===== src/sleep_ctrl_map.svh =====
`ifndef SLEEP_CTRL_MAP_SVH
`define SLEEP_CTRL_MAP_SVH

// ----------------------------------------
// register byte addresses
// ----------------------------------------
`define ADDR_GIRQ 12'h000
`define ADDR_SLEEP_CTRL 12'h004
`define ADDR_PERIPH_CTRL 12'h008
`define ADDR_STATUS 12'h00c

// ----------------------------------------
// general_irq_control fields
// ----------------------------------------
`define GIRQ_LINE_ONE 7
`define GIRQ_LINE_ZERO 6
`define GIRQ_LINE_TWO 5
`define GIRQ_VSEL 1
`define GIRQ_UNLOCK 0
`define GIRQ_RESET 8'h00
`define GIRQ_RW_MASK 8'he3

// ----------------------------------------
// sleep control fields
// ----------------------------------------
`define SLP_MODE_LSB 0
`define SLP_MODE_MSB 2
`define SLP_SLEEP_EN 3
`define SLP_RESET 8'h00
`define SLP_RW_MASK 8'h0f

// ----------------------------------------
// peripheral control fields
// ----------------------------------------
`define PER_ADC_EN 0
`define PER_CMP_DIS 1
`define PER_T2_ASYNC 2
`define PER_T2_OVF_IE 3
`define PER_T2_CMP_IE 4
`define PER_JTAG_EN 5
`define PER_RESET 8'h00
`define PER_RW_MASK 8'h3f

// ----------------------------------------
// timing
// ----------------------------------------
`define UNLOCK_CYCLES 3'h4
`define STARTUP_BASE 20'h00010
`define RST_MIN_NS 1500
`define CLK_PERIOD_NS 10
`define RST_MIN_CYCLES ((`RST_MIN_NS + `CLK_PERIOD_NS - 1) / `CLK_PERIOD_NS)

`endif


===== src/sleep_ctrl_pkg.sv =====
package sleep_ctrl_pkg;

	typedef enum logic [2:0]
	{
		mode_idle = 3'h0,
		mode_adc_noise = 3'h1,
		mode_power_down = 3'h2,
		mode_power_save = 3'h3
	} sleep_mode_t;

	typedef struct packed
	{
		logic cpu;
		logic flash;
		logic io;
		logic adc;
		logic async_timer;
		logic oscillator;
	} clock_enables_t;

	typedef struct packed
	{
		logic ext_line_zero_level;
		logic ext_line_one_level;
		logic ext_line_two;
		logic ext_reset;
		logic watchdog_reset;
		logic brownout_reset;
		logic twi_addr_match;
		logic timer2_ovf;
		logic timer2_cmp;
		logic adc_done;
		logic storage_ready;
		logic comparator;
		logic other_periph;
	} wake_events_t;

endpackage : sleep_ctrl_pkg


===== src/sleep_ctrl.sv =====
// Functional notes
// - mode 000 sleep enters idle; core and flash clocks stop, others run.
// - idle wakes on external and internal peripheral interrupts.
// - with converter enabled, entering idle or noise mode starts one conversion.
// - comparator disable powers comparator down, removing it as idle wake source.
// - mode 001 enters noise reduction; io, core, flash clocks stop.
// - noise mode keeps converter, ext irqs, two-wire watch, timer 2, watchdog.
// - noise mode wakes only on its listed event set.
// - mode 010 enters power-down; oscillator stopped, all generated clocks gated.
// - power-down keeps ext irq detect, two-wire watch and watchdog running.
// - power-down wakes only on resets, address match, level line 0/1, line 2.
// - power-down wake waits a start-up delay chosen by clock source fuses.
// - mode 011 enters power-save; timer 2 runs when async select set.
// - power-save timer 2 wake needs its enable and global enable.
// - power-save gates every clock except the async timer clock.
// - port pins float at once while reset is active, without a clock.
// - reset low longer than minimum pulse resets; shorter pulses may not.
// - with debug port enabled, its three pull-ups stay on during reset.
// - irq control holds line enables 7..5, vector bits 1..0, zeros elsewhere.
// - vector select picks program memory start or boot section start.
// - unlock then write select within four cycles; irqs blocked meanwhile.
//
// Decided for this implementation: the APB interface to the registers and the register addresses.
`timescale 1ns/1ps
`include "sleep_ctrl_map.svh"

module sleep_ctrl
(
	input wire logic clock,
	input wire logic rst_n,
	input wire logic psel,
	input wire logic penable,
	input wire logic pwrite,
	input wire logic [11:0] paddr,
	input wire logic [31:0] pwdata,
	output logic [31:0] prdata,
	output logic pready,
	output logic pslverr,
	input wire logic sleep_instr,
	input wire logic global_irq_enable,
	input wire logic [3:0] clock_source_fuses,
	input wire logic reset_pin_n,
	input wire sleep_ctrl_pkg::wake_events_t wake_in,
	output sleep_ctrl_pkg::clock_enables_t clk_en,
	output logic core_running,
	output logic adc_start,
	output logic comparator_power,
	output logic vector_base_select,
	output logic irq_block,
	output logic [2:0] ext_irq_enable,
	output logic pin_reset,
	output logic pins_float,
	output logic [2:0] jtag_pullup_en
);

	typedef enum logic [1:0]
	{
		st_run,
		st_sleep,
		st_startup
	} state_t;

	// ----------------------------------------
	// reset pin filter
	// ----------------------------------------
	logic rst_s1_reg, rst_s2_reg, rst_s3_reg;
	logic [7:0] rst_cnt_reg;
	logic pin_reset_reg;
	logic rst_low;
	logic rst_low_reg;

	always_ff @(posedge clock)
	begin
		rst_s1_reg <= reset_pin_n;
		rst_s2_reg <= rst_s1_reg;
		rst_s3_reg <= rst_s2_reg;
	end

	// the filtered level moves only once the second and third stages agree,
	// so a single unsettled sample cannot start or stop the count
	assign rst_low = (rst_s2_reg == rst_s3_reg) ? !rst_s3_reg : rst_low_reg;

	always_ff @(posedge clock)
	begin
		if (!rst_n)
			rst_low_reg <= 1'b0;
		else
			rst_low_reg <= rst_low;
	end

	// pulses shorter than the minimum are dropped by the counter
	always_ff @(posedge clock)
	begin
		if (!rst_n || !rst_low)
			rst_cnt_reg <= 8'h00;
		else if (rst_cnt_reg != 8'(`RST_MIN_CYCLES))
			rst_cnt_reg <= rst_cnt_reg + 8'h01;
	end

	always_ff @(posedge clock)
	begin
		if (!rst_n)
			pin_reset_reg <= 1'b0;
		else
			pin_reset_reg <= rst_low && (rst_cnt_reg == 8'(`RST_MIN_CYCLES));
	end

	assign pin_reset = pin_reset_reg;
	// the raw pin floats the ports combinationally, so no clock is needed
	assign pins_float = !rst_n || !reset_pin_n || pin_reset_reg;

	// ----------------------------------------
	// registers
	// ----------------------------------------
	logic [7:0] girq_reg;
	logic [7:0] sleep_reg;
	logic [7:0] periph_reg;
	logic [2:0] unlock_cnt_reg;
	logic wr, rd;
	logic girq_wr;
	logic rd_wait_reg;
	logic [7:0] wbyte;

	assign wr = psel && penable && pwrite;
	assign rd = psel && penable && !pwrite;
	assign girq_wr = wr && paddr == `ADDR_GIRQ;
	assign wbyte = pwdata[7:0];

	// ----------------------------------------
	// bus handshake
	// ----------------------------------------
	// read data is registered, so a read holds one wait state and completes
	// only once prdata carries the addressed register; writes finish at once
	always_ff @(posedge clock)
	begin
		if (!rst_n)
			rd_wait_reg <= 1'b0;
		else
			rd_wait_reg <= rd && !rd_wait_reg;
	end

	assign pready = pwrite || rd_wait_reg;

	// ----------------------------------------
	// register decode
	// ----------------------------------------

	always_comb
	begin
		unique case (paddr)
			`ADDR_GIRQ, `ADDR_SLEEP_CTRL, `ADDR_PERIPH_CTRL, `ADDR_STATUS:
				pslverr = 1'b0;
			default:
				pslverr = psel && penable;
		endcase
	end

	always_ff @(posedge clock)
	begin
		if (!rst_n)
			girq_reg <= `GIRQ_RESET;
		else if (girq_wr)
		begin
			girq_reg[`GIRQ_LINE_ONE] <= wbyte[`GIRQ_LINE_ONE];
			girq_reg[`GIRQ_LINE_ZERO] <= wbyte[`GIRQ_LINE_ZERO];
			girq_reg[`GIRQ_LINE_TWO] <= wbyte[`GIRQ_LINE_TWO];
			// select only changes while unlocked and unlock written zero
			if (girq_reg[`GIRQ_UNLOCK] && !wbyte[`GIRQ_UNLOCK])
			begin
				girq_reg[`GIRQ_VSEL] <= wbyte[`GIRQ_VSEL];
				girq_reg[`GIRQ_UNLOCK] <= 1'b0;
			end
			else if (wbyte[`GIRQ_UNLOCK])
				girq_reg[`GIRQ_UNLOCK] <= 1'b1;
		end
		else if (girq_reg[`GIRQ_UNLOCK] && unlock_cnt_reg == `UNLOCK_CYCLES - 3'h1)
			girq_reg[`GIRQ_UNLOCK] <= 1'b0;
	end

	// ----------------------------------------
	// unlock window
	// ----------------------------------------
	always_ff @(posedge clock)
	begin
		// writing the unlock bit again restarts its window
		if (!rst_n || !girq_reg[`GIRQ_UNLOCK] || (girq_wr && wbyte[`GIRQ_UNLOCK]))
			unlock_cnt_reg <= 3'h0;
		else
			unlock_cnt_reg <= unlock_cnt_reg + 3'h1;
	end

	always_ff @(posedge clock)
	begin
		if (!rst_n)
			sleep_reg <= `SLP_RESET;
		else if (wr && paddr == `ADDR_SLEEP_CTRL)
			sleep_reg <= wbyte & `SLP_RW_MASK;
	end

	always_ff @(posedge clock)
	begin
		if (!rst_n)
			periph_reg <= `PER_RESET;
		else if (wr && paddr == `ADDR_PERIPH_CTRL)
			periph_reg <= wbyte & `PER_RW_MASK;
	end

	// ----------------------------------------
	// control outputs
	// ----------------------------------------
	assign vector_base_select = girq_reg[`GIRQ_VSEL];
	assign irq_block = girq_reg[`GIRQ_UNLOCK];
	assign ext_irq_enable = {girq_reg[`GIRQ_LINE_TWO], girq_reg[`GIRQ_LINE_ONE],
		girq_reg[`GIRQ_LINE_ZERO]};
	assign comparator_power = !periph_reg[`PER_CMP_DIS];
	assign jtag_pullup_en = {3{periph_reg[`PER_JTAG_EN]}};

	// ----------------------------------------
	// sleep state machine
	// ----------------------------------------
	state_t state_reg;
	logic [2:0] mode_reg;
	logic [19:0] start_cnt_reg;
	logic wake;
	logic ext_wake;
	logic reset_wake;
	logic sleep_entry;
	logic deep_mode;
	logic [19:0] startup_len;
	logic [2:0] sel_mode;

	assign sel_mode = sleep_reg[`SLP_MODE_MSB:`SLP_MODE_LSB];
	// reserved codes leave the core running
	assign sleep_entry = sleep_instr && sleep_reg[`SLP_SLEEP_EN] &&
		sel_mode <= 3'(sleep_ctrl_pkg::mode_power_save);
	// the oscillator stopping modes need the start-up delay on the way out
	assign deep_mode = mode_reg == 3'(sleep_ctrl_pkg::mode_power_down) ||
		mode_reg == 3'(sleep_ctrl_pkg::mode_power_save);
	assign reset_wake = wake_in.ext_reset || wake_in.watchdog_reset || wake_in.brownout_reset;
	// level lines wake only while the level is held
	assign ext_wake = (wake_in.ext_line_zero_level && girq_reg[`GIRQ_LINE_ZERO]) ||
		(wake_in.ext_line_one_level && girq_reg[`GIRQ_LINE_ONE]) ||
		(wake_in.ext_line_two && girq_reg[`GIRQ_LINE_TWO]);
	// wide enough for the largest fuse setting, so no setting wraps to a short delay
	assign startup_len = `STARTUP_BASE << clock_source_fuses;

	// ----------------------------------------
	// wake decode
	// ----------------------------------------

	always_comb
	begin
		wake = 1'b0;
		unique case (mode_reg)
			sleep_ctrl_pkg::mode_idle:
				wake = ext_wake || reset_wake || wake_in.twi_addr_match ||
					wake_in.timer2_ovf || wake_in.timer2_cmp || wake_in.adc_done ||
					wake_in.storage_ready || wake_in.other_periph ||
					(wake_in.comparator && comparator_power);
			sleep_ctrl_pkg::mode_adc_noise:
				wake = ext_wake || reset_wake || wake_in.twi_addr_match ||
					wake_in.timer2_ovf || wake_in.timer2_cmp || wake_in.adc_done ||
					wake_in.storage_ready;
			sleep_ctrl_pkg::mode_power_down:
				wake = ext_wake || reset_wake || wake_in.twi_addr_match;
			sleep_ctrl_pkg::mode_power_save:
				wake = ext_wake || reset_wake || wake_in.twi_addr_match ||
					(periph_reg[`PER_T2_ASYNC] && global_irq_enable &&
					((wake_in.timer2_ovf && periph_reg[`PER_T2_OVF_IE]) ||
					(wake_in.timer2_cmp && periph_reg[`PER_T2_CMP_IE])));
			default:
				wake = 1'b1;
		endcase
	end

	// ----------------------------------------
	// sleep sequencing
	// ----------------------------------------

	always_ff @(posedge clock)
	begin
		if (!rst_n)
		begin
			state_reg <= st_run;
			mode_reg <= 3'(sleep_ctrl_pkg::mode_idle);
		end
		else
		begin
			unique case (state_reg)
				st_run:
					if (sleep_entry)
					begin
						state_reg <= st_sleep;
						mode_reg <= sel_mode;
					end
				st_sleep:
					if (wake)
					begin
						if (deep_mode)
							state_reg <= st_startup;
						else
							state_reg <= st_run;
					end
				st_startup:
					if (start_cnt_reg == startup_len)
						state_reg <= st_run;
			endcase
		end
	end

	// ----------------------------------------
	// start-up timer
	// ----------------------------------------
	always_ff @(posedge clock)
	begin
		if (!rst_n || state_reg != st_startup)
			start_cnt_reg <= 20'h00000;
		else
			start_cnt_reg <= start_cnt_reg + 20'h00001;
	end

	// ----------------------------------------
	// conversion trigger
	// ----------------------------------------
	// conversion starts on the entry edge into idle or noise mode
	always_ff @(posedge clock)
	begin
		if (!rst_n)
			adc_start <= 1'b0;
		else
			adc_start <= state_reg == st_run && sleep_entry && periph_reg[`PER_ADC_EN] &&
				sel_mode <= 3'(sleep_ctrl_pkg::mode_adc_noise);
	end

	// ----------------------------------------
	// clock gating
	// ----------------------------------------
	always_ff @(posedge clock)
	begin
		if (!rst_n)
			clk_en <= '{cpu: 1'b1, flash: 1'b1, io: 1'b1, adc: 1'b1,
				async_timer: 1'b1, oscillator: 1'b1};
		else if (state_reg == st_sleep && !wake)
		begin
			clk_en.cpu <= 1'b0;
			clk_en.flash <= 1'b0;
			clk_en.io <= mode_reg == 3'(sleep_ctrl_pkg::mode_idle);
			clk_en.adc <= mode_reg <= 3'(sleep_ctrl_pkg::mode_adc_noise);
			clk_en.async_timer <= !deep_mode || (periph_reg[`PER_T2_ASYNC] &&
				mode_reg == 3'(sleep_ctrl_pkg::mode_power_save));
			clk_en.oscillator <= !deep_mode;
		end
		else if (state_reg == st_startup)
			clk_en.oscillator <= 1'b1;
		else
			clk_en <= '{cpu: 1'b1, flash: 1'b1, io: 1'b1, adc: 1'b1,
				async_timer: 1'b1, oscillator: 1'b1};
	end

	assign core_running = state_reg == st_run;

	// ----------------------------------------
	// read path
	// ----------------------------------------
	always_ff @(posedge clock)
	begin
		if (!rst_n)
			prdata <= 32'h0000_0000;
		else if (rd)
		begin
			unique case (paddr)
				`ADDR_GIRQ:
					prdata <= {24'h000000, girq_reg & `GIRQ_RW_MASK};
				`ADDR_SLEEP_CTRL:
					prdata <= {24'h000000, sleep_reg};
				`ADDR_PERIPH_CTRL:
					prdata <= {24'h000000, periph_reg};
				`ADDR_STATUS:
					prdata <= {28'h0000000, pin_reset_reg, irq_block, 2'(state_reg)};
				default:
					prdata <= 32'h0000_0000;
			endcase
		end
	end

endmodule : sleep_ctrl


===== config.mk =====
export PLATFORM = sky130hd
export DESIGN_NAME = sleep_ctrl
export DESIGN_NICKNAME = d
export VERILOG_FILES = /design/src/sleep_ctrl_pkg.sv /design/src/sleep_ctrl.sv
export VERILOG_INCLUDE_DIRS = /design/src
export SDC_FILE = /design/constraint.sdc
export NUM_CORES = 1
export LEC_CHECK = 0
export BUFFER_PORTS_ARGS = -buffer_cell sky130_fd_sc_hd__buf_2
export CAP_MARGIN = 20
export CELL_PAD_IN_SITES_DETAIL_PLACEMENT = 0
export CELL_PAD_IN_SITES_GLOBAL_PLACEMENT = 1
export CORE_MARGIN = 2
export CORE_UTILIZATION = 37
export DETAILED_ROUTE_END_ITERATION = 7
export GPL_ROUTABILITY_DRIVEN = 0
export GPL_TIMING_DRIVEN = 0
export PLACE_DENSITY_LB_ADDON = 0.1
export SLEW_MARGIN = 30
export SYNTH_ARGS = -nofsm -noshare
export SYNTH_HDL_FRONTEND = slang
export SYNTH_SLANG_ARGS = --single-unit

===== constraint.sdc =====
create_clock -name clock -period 2.8 [get_ports clock]
set_input_delay 0.56 -clock clock [delete_from_list [all_inputs] [get_ports clock]]
set_output_delay 0.56 -clock clock [all_outputs]
set_load 0.005 [all_outputs]

---- Yosys cells after proc, flatten, opt, wreduce, memory -nomap -nowiden ----
Index checks and enable logic that the tools add are counted.
word-level totals
  output and inout port bits .............. 53
  bits in registers ....................... 96
  logic and storage cells ................. 135
  input port bits ......................... 69
operators by class
  shifts and indexed selects .............. 1
  $add $sub $neg .......................... 3
  equal/unequal tests ..................... 19
  reduce and logical (&&, ||, !) cells .... 70
  order comparisons ....................... 3
  multiplexer cells ....................... 15
operators by type and width
  cell                     number
  $pmux W8 S4              1
  $logic_and A1 B1 Y1      26
  $eq A12 B4 Y1 const B    2
  $logic_or A1 B1 Y1       23
  $add A20 B1 Y20 const B  1
  $eq A20 B20 Y1           1
  $shl A5 B4 Y20 const A   1
  $eq A12 B3 Y1 const B    1
  $logic_not A12 Y1        1
  $logic_not A1 Y1         11
  $eq A3 B2 Y1 const B     3
  $add A8 B1 Y8 const B    1
  $eq A8 B8 Y1 const B     1
  $mux W2                  4
  $ne A2 B2 Y1 const B     4
  $ne A8 B8 Y1 const B     1
  $reduce_and A2 Y1        4
  $le A3 B1 Y1 const B     2
  $mux W1                  6
  $mux W6                  1
  $pmux W2 S3              1
  $mux W5                  1
  $pmux W1 S4              1
  $reduce_or A4 Y1         1
  other kinds (12)         12

---- Depth between registers and ports, before layout ----
  depth in word-level cells ............... 15
  gate-level depth with buffers ........... 9

---- Least setup slack after synthesis ----
OpenSTA, ideal clock, no wires.
  kind .................................... input to register
  start ................................... input port clock_source_fuses[2]
  end ..................................... register state_reg[0]
  stages .................................. 8
  buffers on the path ..................... 1
  setup slack ............................. 0.669 ns
  required time ........................... 2.681 ns
  arrival time ............................ 2.011 ns
  library setup time ...................... 0.119 ns
  cells stage by stage .................... buf_6 -> or4b_4 -> a21boi_2 -> o221ai_2 -> a2111oi_2 -> nand3_1 -> o21a_1 -> mux2i_1
between the ends
  cells in the longest elaborated chain, start to end .. 4
RTL lines
  what                                line               source
  start, declared                     sleep_ctrl.sv:41   input wire logic [3:0] clock_source_fuses,
  $shl A5 B4 Y20 (no source line)     n/a
  $eq A20 B20 Y1                      sleep_ctrl.sv:305  if (start_cnt_reg == startup_len)
  $ne A2 B2 Y1 (no source line)       n/a
  $reduce_and A3 Y1 (no source line)  n/a
  end signal, assigned                sleep_ctrl.sv:300  state_reg <= st_startup;
  end signal, assigned                sleep_ctrl.sv:302  state_reg <= st_run;
  end signal, assigned                sleep_ctrl.sv:306  state_reg <= st_run;
  end, declared                       sleep_ctrl.sv:221  state_t state_reg;
No other way between the ends.
A chain may end at the register's enable or synchronous reset.

---- Final worst setup path ----
  start ................................... input port paddr[7]
  end ..................................... output port pslverr
between the ends
  cells in the longest elaborated chain, start to end .. 3
  elaborated cells on any way between the ends .. 6
RTL lines
  what                                   line               source
  start, declared                        sleep_ctrl.sv:34   input wire logic [11:0] paddr,
  $eq A12 B3 Y1 (tied with other cells)  sleep_ctrl.sv:150  unique case (paddr)
  $reduce_or A4 Y1 (*)                   sleep_ctrl.sv:150
  $mux W1 (*)                            sleep_ctrl.sv:150
  end, declared                          sleep_ctrl.sv:38   output logic pslverr,
Every way passes the cells marked *; elsewhere a longest branch is shown, timed or not.

==> impl_metrics.ini <==
[global_routing]
grt_pass1_wl_mm = 13.5
antenna_found_initial = 0
grt_max_degree = 13
grt_overflow = 0
grt_pass1_vias = 2780
grt_usage_pct = 16.6

[critical_path]
worstSetupEndpointType = output pin
worstPathRequired_ns = 2.24
cp_data_arrival_time_ns = 1.68
path_class = input port to output pin
cp-start-kind = input port
ff2ff_setup_slack_ns = 0.59
cp_max_fo = 8

[final_layout]
register_area_um2 = 1420
synthToLayoutAreaGrowth_pct = 21.2
stdcell_count = 654
layout_commonest_cell = dfxtp_1
nets = 594
diodes = 0
final_layout_size_suffix_gt1_share_pct = 24.8
fill_cells = 1012
multi_input_area_um2 = 1970
layout_common_cells = dfxtp_1 (71), buf_2 (69), nor2_1 (65)
largest_reg_flops = 20
stdcell_area_um2 = 4390

[sta]
max-slew-margin-rel_pct = 48.3
tns_ns = 0
fmax_ghz = 0.447
final_hold_viol_count = 0
period_share_pct = 79.8
worst_slew_pin_slew_ns = 0.769
rsz0062_at_grt = false
final-max-slew-violation-count = 0
holdWs_ns = 0.332
finClkSkew_ns = 0.0117
min_period_ns = 2.24
setup_viol = 0

[clock_tree]
htreeDepth = 3
clock_path_buffers = 2
clk_latency_ns = 0.35
clkSinkCount = 71
clk_pin_slew_ns = 0.08
post_cts_buffers = 0
cts_root_buffer = clkbuf_8
cts_tree = yes
cts_resized = 0
ctsHoldBuffers = 0
cts_made_buffers = 9

[synthesis]
synthFlopType = dfxtp_1
async_reset_ff_share_pct = 0
yosys_warnings = 0
synth_area_per_cell_um2 = 8.76
syn_inst = 414
synth_seq_cells = 71
ys_types = 54
synth_seq_area_share_pct = 39.2
synth_edf_count = 0
syn_area_um2 = 3620

[place]
hpwl_mm = 6.45
placed_cells = 638
place_area_um2 = 4220
port_buffers = 68

[power]
p_sw_share_pct = 26.5
internal-power_mw = 1.47
power_density_nw_per_um2 = 457
combPwrFrac_pct = 11.1
p_seq_share_pct = 51.4
clockPowerShare_pct = 37.5
switchingPower_mw = 0.533
ir_worst_vdd_mv = 0.221
power.leakage_nw = 1.80
finalPower_mw = 2.01

[routing]
first_pass_iters = 4
post_drt_wl_per_cell_um = 13.1
viasPerCell = 4.71
postRouteAntennaNets = 0
wirelength_mm = 8.57
vias = 3081
drt-initial-drc-count = 89
drc = 0

[run_status]
outcome = completed

[die]
num_rows = 36
pin_count = 122
die_w_um = 103
initial_core_util_pct = 37.6
dieArea_um2 = 10600
die_y_um = 103
coreArea_um2 = 9640

[hold_path]
min_path_type = register to register

[run]
drv_cap = 0
[metal layers]
metal | wire length (um) | share of wire, % | GRT usage [%] | vias up
li1 | - | - | - | 1592
met3 | 320 | 3.7 | 3.32 | 9
met5 | 0 | 0 | 0 | -
met4 | 120 | 1.4 | 6.38 | 0
met1 | 4040 | 47 | 21.4 | 1418
met2 | 4090 | 48 | 27.3 | 62
[final cells by class]
type                            instances  area share (%)
Multi-Input combinational cell        311            44.7
Sequential cell                        71            32.4
Timing Repair Buffer                   68            7.75
Buffer                                 41            6.18
Tap cell                              133            3.79
Clock buffer                           11            3.22
Inverter                               14            1.20
Clock inverter                          5           0.769
[cell usage after synthesis, types with 11 or more instances]
library cell,n,area [um2]
dfxtp_1,71,1420
nor2_1,65,244
buf_4,29,218
nand2_1,25,93.8
nand3_1,24,120
mux2i_1,20,200
xor2_1,16,140
a21oi_1,15,75.1
and3_1,14,87.6
inv_1,13,48.8
o21ai_0,11,55.1
[worst paths after layout]
check | start | cells after the start | endpoint
worst max-delay path | paddr[7] | 6 | pslverr
worst min-delay path | rst_s1_reg | 0 | rst_s2_reg
worst max register to register | state_reg[1] | 9 | state_reg[0]
worst min register to register | rst_s1_reg | 0 | rst_s2_reg
[cell families (layout without fill, tap and decap cells)]
kind of cell / after synthesis / count (layout) / synth area share, %
fa+ha+maj: 9 / 9 / 3.11
simple gates: 179 / 179 / 25.8
xor+xnor: 26 / 26 / 6.28
flops: 71 / 71 / 39.2
buf+inv: 55 / 139 / 8.94
compound gates: 49 / 49 / 9.18
other cells: 1 / 24 / 0.103
mux: 24 / 24 / 7.39
[power groups by stage]
stage / registers (mW) / logic [mW] / clock network, mW
after floorplan: 1.05 / 0.150 / 0
after global placement: 1.06 / 0.219 / 0
after detailed placement: 1.06 / 0.221 / 0
after CTS: 1.03 / 0.223 / 0.785
after global routing: 1.03 / 0.249 / 0.825
final: 1.03 / 0.222 / 0.753
[per-stage QoR]
| step | util (%) | worst slack (ns) |
|---|---|---|
| after floorplan | - | 0.669 |
| after global placement | 43.8 | 0.250 |
| after detailed placement | 43.8 | 0.232 |
| after CTS | 45.6 | 0.550 |
| after global routing | 45.6 | 0.407 |
| final | 45.6 | 0.564 |
[critical path: stages]
cell and delay (ns):
buf_2 0.09, nor4_1 0.27, nand3_1 0.35, inv_1 0.22, nor2_1 0.06, buf_2 0.12
(Power assumes the default switching activity.)
